--- src/prom_prog_map.svh ---
`ifndef PROM_PROG_MAP_SVH
`define PROM_PROG_MAP_SVH
// Clock and timing, figures as printed
`define CLK_PERIOD_NS 25
`define SUPPLY_RAMP_NS 10000
`define PROGRAM_DELAY_NS 10000
`define PROGRAM_PULSE_NS 100000
`define TOTAL_PULSE_NS 1000000
`define CYCLES_MIN(ns) (((ns) + `CLK_PERIOD_NS - 1) / `CLK_PERIOD_NS)
`define RAMP_CYCLES `CYCLES_MIN(`SUPPLY_RAMP_NS)
`define DELAY_CYCLES `CYCLES_MIN(`PROGRAM_DELAY_NS)
`define PULSE_CYCLES (`PROGRAM_PULSE_NS / `CLK_PERIOD_NS)
`define TOTAL_CYCLES (`TOTAL_PULSE_NS / `CLK_PERIOD_NS)
// Memory shape
`define WORD_COUNT 1024
`define ADDR_BITS 10
`define DATA_BITS 8
`define ERASED_WORD 8'hFF
`endif

--- src/prom_prog_pkg.sv ---
package prom_prog_pkg;
  typedef enum logic [7:0] {
    ST_IDLE    = 8'h01,
    ST_DESEL   = 8'h02,
    ST_RAMP    = 8'h04,
    ST_DELAY   = 8'h08,
    ST_PULSE   = 8'h10,
    ST_LOWER   = 8'h20,
    ST_VERIFY  = 8'h40,
    ST_DONE    = 8'h80
  } prog_state_e;
endpackage

--- src/wait_timer_if.sv ---
`timescale 1ns/1ps
interface wait_timer_if;
  logic start;
  logic [31:0] load;
  logic expired;
  modport owner (output start, output load, input expired);
  modport timer (input start, input load, output expired);
endinterface

--- src/wait_timer.sv ---
`timescale 1ns/1ps
module wait_timer (
  input wire logic clk_sys,
  input wire logic rst,
  wait_timer_if.timer t
);
  logic [31:0] count;
  // Expired is a one-cycle pulse when the loaded count runs out
  always_ff @(posedge clk_sys) begin
    if (rst) begin
      count <= 32'h0000_0000;
      t.expired <= 1'b0;
    end else if (t.start) begin
      count <= t.load;
      t.expired <= 1'b0;
    end else if (count == 32'h0000_0001) begin
      count <= 32'h0000_0000;
      t.expired <= 1'b1;
    end else begin
      t.expired <= 1'b0;
      if (count != 32'h0000_0000) begin
        count <= count - 32'h0000_0001;
      end
    end
  end
endmodule

--- src/prom_programmer.sv ---
`timescale 1ns/1ps
`include "prom_prog_map.svh"
// How it works
// The part arrives with every bit at 1, so only 0 bits of the target word need a pulse.
// The part is 1024 words of 8 bits; address and data widths follow that.
// The word address is driven on all address lines, always actively, before anything else.
// All four active-low selects are driven high before the supply is raised.
// Data pins not being pulsed are released so their programming circuits stay idle.
// The supply request goes to programming level and the ramp time is waited out.
// After the program delay one enable pulse of the pulse width goes to the selected output.
// Remaining bits of the word follow one at a time, each at least a program delay apart.
// A program delay after the last pulse the supply request returns to normal level.
// Verify drives all selects low and compares the read word with the target.
// A blown fuse is expected to read low and an intact one high during verify.
// Failing bits are retried from deselect until they have had the total pulse time.
// Every 0 bit of the word goes through address, program and verify.
// Pulse time is summed per bit and a reject reports address, expected and read data.
module prom_programmer
  import prom_prog_pkg::*;
#(
  parameter int ADDR_W = `ADDR_BITS,
  parameter int DATA_W = `DATA_BITS,
  parameter int RAMP_CYC = `RAMP_CYCLES,
  parameter int DELAY_CYC = `DELAY_CYCLES,
  parameter int PULSE_CYC = `PULSE_CYCLES,
  parameter int TOTAL_CYC = `TOTAL_CYCLES
) (
  // Clock and reset
  input wire logic clk_sys,
  input wire logic rst,
  // Command from the user side
  input wire logic start,
  input wire logic [ADDR_W-1:0] word_addr,
  input wire logic [DATA_W-1:0] word_data,
  output logic busy,
  output logic done,
  output logic reject,
  output logic [ADDR_W-1:0] reject_addr,
  output logic [DATA_W-1:0] reject_expected,
  output logic [DATA_W-1:0] reject_read,
  // Device pins
  output logic [ADDR_W-1:0] addr_line,
  output logic select_n_1,
  output logic select_n_2,
  output logic select_n_3,
  output logic select_n_4,
  output logic program_supply_level,
  output logic [DATA_W-1:0] output_program_level,
  output logic [DATA_W-1:0] data_out_oe,
  input wire logic [DATA_W-1:0] data_out_in
);
  // ----------------------------------------
  // Timer and state
  // ----------------------------------------
  wait_timer_if tmr ();
  wait_timer u_timer (
    .clk_sys(clk_sys),
    .rst(rst),
    .t(tmr.timer)
  );
  prog_state_e state;
  logic [DATA_W-1:0] target;
  logic [DATA_W-1:0] pending;
  logic [$clog2(DATA_W)-1:0] bit_sel;
  logic [31:0] spent [DATA_W];
  logic pulsed_any;
  logic settle;
  logic [DATA_W-1:0] need;
  logic [DATA_W-1:0] pick;
  logic [$clog2(DATA_W)-1:0] next_bit;
  logic have_bit;
  logic [DATA_W-1:0] exhausted;
  logic [DATA_W-1:0] failing;

  // ----------------------------------------
  // Bit selection
  // ----------------------------------------
  always_comb begin
    for (int i = 0; i < DATA_W; i++) begin
      exhausted[i] = spent[i] >= 32'(TOTAL_CYC);
    end
    need = pending & ~exhausted;
    pick = need & (~need + {{(DATA_W-1){1'b0}}, 1'b1});
    next_bit = '0;
    have_bit = |need;
    for (int i = 0; i < DATA_W; i++) begin
      if (pick[i]) begin
        next_bit = i[$clog2(DATA_W)-1:0];
      end
    end
  end
  // Bits meant to be 0 that still read 1
  assign failing = ~target & data_out_in;

  // ----------------------------------------
  // Sequencer
  // ----------------------------------------
  always_comb begin
    tmr.start = 1'b0;
    tmr.load = 32'h0000_0000;
    case (state)
      ST_IDLE: begin
        tmr.start = start;
        tmr.load = 32'h0000_0001;
      end
      ST_DESEL: begin
        tmr.start = tmr.expired;
        tmr.load = 32'(RAMP_CYC);
      end
      ST_RAMP: begin
        tmr.start = tmr.expired;
        tmr.load = 32'(DELAY_CYC);
      end
      ST_DELAY: begin
        tmr.start = tmr.expired;
        // One short of the width: the output stays up for the cycle in which expiry is seen
        tmr.load = have_bit ? 32'(PULSE_CYC - 1) : 32'(RAMP_CYC);
      end
      ST_PULSE: begin
        tmr.start = tmr.expired;
        tmr.load = 32'(DELAY_CYC);
      end
      ST_LOWER: begin
        tmr.start = tmr.expired;
        tmr.load = 32'h0000_0001;
      end
      ST_VERIFY: begin
        // Deselect on a retry waits on this kick
        tmr.start = settle;
        tmr.load = 32'h0000_0001;
      end
      default: begin
        tmr.start = 1'b0;
        tmr.load = 32'h0000_0000;
      end
    endcase
  end

  always_ff @(posedge clk_sys) begin
    if (rst) begin
      state <= ST_IDLE;
      settle <= 1'b0;
    end else begin
      case (state)
        ST_IDLE: begin
          if (start) begin
            state <= ST_DESEL;
          end
        end
        ST_DESEL: if (tmr.expired) begin
          state <= ST_RAMP;
        end
        ST_RAMP: if (tmr.expired) begin
          state <= ST_DELAY;
        end
        ST_DELAY: if (tmr.expired) begin
          state <= have_bit ? ST_PULSE : ST_LOWER;
        end
        ST_PULSE: if (tmr.expired) begin
          state <= ST_DELAY;
        end
        ST_LOWER: if (tmr.expired) begin
          state <= ST_VERIFY;
          settle <= 1'b0;
        end
        ST_VERIFY: begin
          // One settle cycle for the read path before sampling
          settle <= 1'b1;
          if (settle) begin
            settle <= 1'b0;
            state <= (|(failing & ~exhausted)) ? ST_DESEL : ST_DONE;
          end
        end
        ST_DONE: state <= ST_IDLE;
        default: state <= ST_IDLE;
      endcase
    end
  end

  // ----------------------------------------
  // Per-bit bookkeeping
  // ----------------------------------------
  always_ff @(posedge clk_sys) begin
    if (rst) begin
      target <= `ERASED_WORD;
      pending <= '0;
      bit_sel <= '0;
      pulsed_any <= 1'b0;
      for (int i = 0; i < DATA_W; i++) begin
        spent[i] <= 32'h0000_0000;
      end
    end else if (state == ST_IDLE && start) begin
      target <= word_data;
      pending <= ~word_data;
      pulsed_any <= 1'b0;
      for (int i = 0; i < DATA_W; i++) begin
        spent[i] <= 32'h0000_0000;
      end
    end else if (state == ST_DELAY && tmr.expired && have_bit) begin
      bit_sel <= next_bit;
      pending[next_bit] <= 1'b0;
      pulsed_any <= 1'b1;
    end else if (state == ST_PULSE) begin
      spent[bit_sel] <= spent[bit_sel] + 32'h0000_0001;
    end else if (state == ST_VERIFY && settle) begin
      pending <= failing;
    end
  end

  // ----------------------------------------
  // Pins and status, all registered
  // ----------------------------------------
  always_ff @(posedge clk_sys) begin
    if (rst) begin
      addr_line <= '0;
      select_n_1 <= 1'b1;
      select_n_2 <= 1'b1;
      select_n_3 <= 1'b1;
      select_n_4 <= 1'b1;
      program_supply_level <= 1'b0;
      output_program_level <= '0;
      data_out_oe <= '0;
      busy <= 1'b0;
      done <= 1'b0;
      reject <= 1'b0;
      reject_addr <= '0;
      reject_expected <= '0;
      reject_read <= '0;
    end else begin
      done <= 1'b0;
      reject <= 1'b0;
      if (state == ST_IDLE && start) begin
        addr_line <= word_addr;
        busy <= 1'b1;
      end
      // Selects high except during verify and the one cycle after it
      select_n_1 <= ~(state == ST_LOWER && tmr.expired || state == ST_VERIFY);
      select_n_2 <= ~(state == ST_LOWER && tmr.expired || state == ST_VERIFY);
      select_n_3 <= ~(state == ST_LOWER && tmr.expired || state == ST_VERIFY);
      select_n_4 <= ~(state == ST_LOWER && tmr.expired || state == ST_VERIFY);
      // Supply high from ramp until the trailing delay ends
      if (state == ST_DESEL && tmr.expired) begin
        program_supply_level <= 1'b1;
      end else if (state == ST_DELAY && tmr.expired && !have_bit) begin
        program_supply_level <= 1'b0;
      end
      // Only the selected output is driven, only during its pulse
      if (state == ST_DELAY && tmr.expired && have_bit) begin
        output_program_level <= pick;
        data_out_oe <= pick;
      end else if (state == ST_PULSE && tmr.expired) begin
        output_program_level <= '0;
        data_out_oe <= '0;
      end
      // Done leaves together with any reject so both read as one answer
      if (state == ST_VERIFY && settle && !(|(failing & ~exhausted))) begin
        done <= 1'b1;
      end
      if (state == ST_DONE) begin
        busy <= 1'b0;
      end
      if (state == ST_VERIFY && settle && |failing && !(|(failing & ~exhausted))) begin
        reject <= 1'b1;
        reject_addr <= addr_line;
        reject_expected <= target;
        reject_read <= data_out_in;
      end
    end
  end
endmodule

--- config.mk ---
export PLATFORM = sky130hd
export DESIGN_NAME = prom_programmer
export DESIGN_NICKNAME = d
export VERILOG_FILES = /design/src/prom_prog_pkg.sv /design/src/wait_timer_if.sv /design/src/wait_timer.sv /design/src/prom_programmer.sv
export VERILOG_INCLUDE_DIRS = /design/src /design/src/src
export SDC_FILE = /design/constraint.sdc
export NUM_CORES = 1
export LEC_CHECK = 0
export BUFFER_PORTS_ARGS = -buffer_cell sky130_fd_sc_hd__clkbuf_2
export CELL_PAD_IN_SITES_DETAIL_PLACEMENT = 1
export CELL_PAD_IN_SITES_GLOBAL_PLACEMENT = 2
export CORE_ASPECT_RATIO = 0.5
export CORE_MARGIN = 8
export CORE_UTILIZATION = 40
export CTS_CLUSTER_SIZE = 30
export DETAILED_ROUTE_END_ITERATION = 10
export GPL_ROUTABILITY_DRIVEN = 0
export GPL_TIMING_DRIVEN = 0
export PLACE_DENSITY_LB_ADDON = 0.3
export SYNTH_ARGS = -nofsm -noshare
export SYNTH_HDL_FRONTEND = slang
export SYNTH_SLANG_ARGS = --single-unit
--- constraint.sdc ---
create_clock -name clk_sys -period 4.9 [get_ports clk_sys]
set_clock_uncertainty 0.15 [all_clocks]
set_input_delay 0.49 -clock clk_sys [delete_from_list [all_inputs] [get_ports clk_sys]]
set_output_delay 0.49 -clock clk_sys [all_outputs]
set_load 0.01 [all_outputs]
==> flow_summary.json <==
{
  "status": "complete, no violations",
  "tritoncts": "built",
  "slew_headroom": 0.0866,
  "pin_count": 89,
  "cp.arrival_ns": 4.87,
  "vias": 13200,
  "synth_area_leaders": "edfxtp_1, dfxtp_1, nor2_1, mux4_2, mux2i_1",
  "fin_util": 0.470,
  "hold_viol_final": 0,
  "dr.first_iter.drc_count": 1378,
  "htree_levels": 2,
  "cts.clk_slew.worst_paths_ns": 0.06,
  "grt_pass1_vias": 13800,
  "num_antenna_cells": 0,
  "start_util": 0.408,
  "peakVddDrop_mv": 0.209,
  "dieArea_um2": 50500,
  "area_growth_pct": 15.1,
  "crit_type": "reg2reg",
  "fillers": 4519,
  "row_count": 53,
  "cts_buffers": 37,
  "antenna_left": 0,
  "grt_pass1_wl_mm": 86.4,
  "final_cells": 2222,
  "die_h_um": 163,
  "grt-ovfl-total": 0,
  "via_per_inst": 5.92,
  "antenna_found_initial": 1,
  "post_synth_most_frequent_cells": "nor2_1, edfxtp_1, dfxtp_1",
  "fmax_ghz": 0.210,
  "synth_warnings": 0,
  "dp_hpwl_mm": 42.4,
  "layout_min_cycle_time_ns": 4.76,
  "drv_slew": 0,
  "drv_cap": 0,
  "leakage_uw": 0.00724,
  "setup_tns_ns": 0,
  "netlist_area_um2": 17300,
  "synth_cells": 1485,
  "critPathMaxFanout": 19,
  "tightest_slew_ns": 1.34,
  "rsz0062_at_grt": "no",
  "power_density_nw_per_um2": 492,
  "synth-edff-count": 256,
  "synth_flop_cell": "edfxtp_1",
  "port_buffers": 87,
  "setup_viol": 0,
  "cts_setup_buffers": 0,
  "final.period_utilization": 0.972,
  "grt_max_degree": 28,
  "syn_area_per_cell_um2": 11.6,
  "clk_latency_ns": 0.55,
  "syn-num-nets": 1517,
  "die_w_um": 310,
  "yosys_register_bits": 369,
  "synth_largest_area_cell": "edfxtp_1",
  "finalWirelength_mm": 57.8,
  "cp.required_ns": 5.01,
  "drive_gt1_frac": 0.170,
  "clock-sinks": 369,
  "clockBufferDepth": 3,
  "yosys.cell_types.count": 77,
  "hold_class": "in2reg",
  "ys_seq_area_frac": 0.576,
  "core_um2": 42300,
  "grt_usage": 0.226,
  "wl_per_cell_um": 26.0,
  "start_kind": "flop",
  "final_nets": 1650,
  "netlist.area_leader.share": 0.445,
  "synth_most_common_cell": "nor2_1",
  "drc": 0,
  "ys_async_sr_fraction": 0,
  "clockRootBuffer": "clkbuf_16",
  "end_kind": "flop",
  "dr.pass1.iters": 5,
  "place_inst": 2157
}
## through the flow
step | total power [uW] | setup slack, ns | hold WS [ns] | instance area, um2
floorplan | 5940 | 1.00 | 0.280 | 17300
global placement | 6740 | -1.05 | 0.293 | 18400
detailed placement | 6910 | -1.21 | 0.303 | 18600
CTS | 9820 | 0.0840 | 0.0101 | 19900
global route | 10200 | 0.000174 | 0.0240 | 19900
finish | 9800 | 0.139 | 0.0340 | 19900
## final timing paths
kind / from / endpoint / slack [ns] / cells past startpoint
setup / recovery: flop / spent[3][12] / 0.14 / 12
hold / removal: word_addr[0] / addr_line[0] / 0.03 / 3
setup reg to reg: flop / spent[3][12] / 0.14 / 12
hold reg to reg: target[0] / target[0] / 0.31 / 2
## critical path, stage by stage, from the launching register on
cell      delay [ns]
dfxtp_1         0.31
buf_2           0.26
buf_4           0.31
buf_4           0.28
buf_2           0.37
buf_4           0.43
mux2_2          0.33
ha_1            0.29
a21boi_2        0.45
nand3_4         0.27
or3_1           0.48
xnor2_2         0.42
nor2_1          0.11
## per-layer routing
metal / track usage / vias up / routed length, um
met3: 0.0419 / 82 / 4530
met4: 0.0628 / 2 / 1360
met1: 0.303 / 6783 / 24600
li1: - / 5763 / -
met2: 0.374 / 527 / 27300
met5: 0 / - / 13
## report_power, final
part	switching [uW]	leakage (uW)	internal (uW)
logic	1660	0.00299	852
registers	389	0.00367	3980
clock network	1260	0.000587	1660
## layout make-up
cell class | count | area, um2 | share of cell area
Buffer | 88 | 484 | 0.0243
Clock buffer | 50 | 1050 | 0.0526
Clock inverter | 16 | 153 | 0.00767
Inverter | 14 | 52.6 | 0.00264
Multi-Input combinational cell | 1013 | 6880 | 0.346
Sequential cell | 369 | 9950 | 0.500
Tap cell | 577 | 722 | 0.0363
Timing Repair Buffer | 95 | 611 | 0.0307
## repair_timing
item | 4_1_cts | 5_1_grt
endpoints found under the setup margin | 104 | 129
hold buffers | 0 | 0
resized for setup | 6 | 7
## cells by family (layout without fill, tap and decap cells)
logic type	after synthesis	count (layout)	synth area share
multiplexers	122	122	0.119
AND/OR/NAND/NOR	690	690	0.189
flip-flops	369	369	0.576
XOR/XNOR	52	52	0.0285
adder cells (fa/ha/maj)	3	3	0.00217
AO/OA/AOI/OAI	146	146	0.0542
buffers and inverters	103	263	0.0311
## flip-flops by register name, indices dropped and copies added (netlist names), 3 cells and up, named ones only
register and cells:
addr_line 10, pending 8, reject_expected 8, bit_sel 3, u_timer.count 32, reject_addr 10
target 8, state 8, spent 256, data_out_oe 8, reject_read 8
## cells in the final DEF (no fill, tap or decap), types with 46 or more instances in the layout
| cell type | count |
|---|---|
| a21oi_1 | 48 |
| dfxtp_1 | 113 |
| mux4_2 | 57 |
| nand3_1 | 46 |
| clkbuf_2 | 88 |
| nand2_1 | 94 |
| clkbuf_1 | 61 |
| edfxtp_1 | 256 |
| nor2_1 | 347 |
| mux2i_1 | 54 |
| nor4_1 | 59 |
No activity file was read; power rests on OpenSTA's default activity.
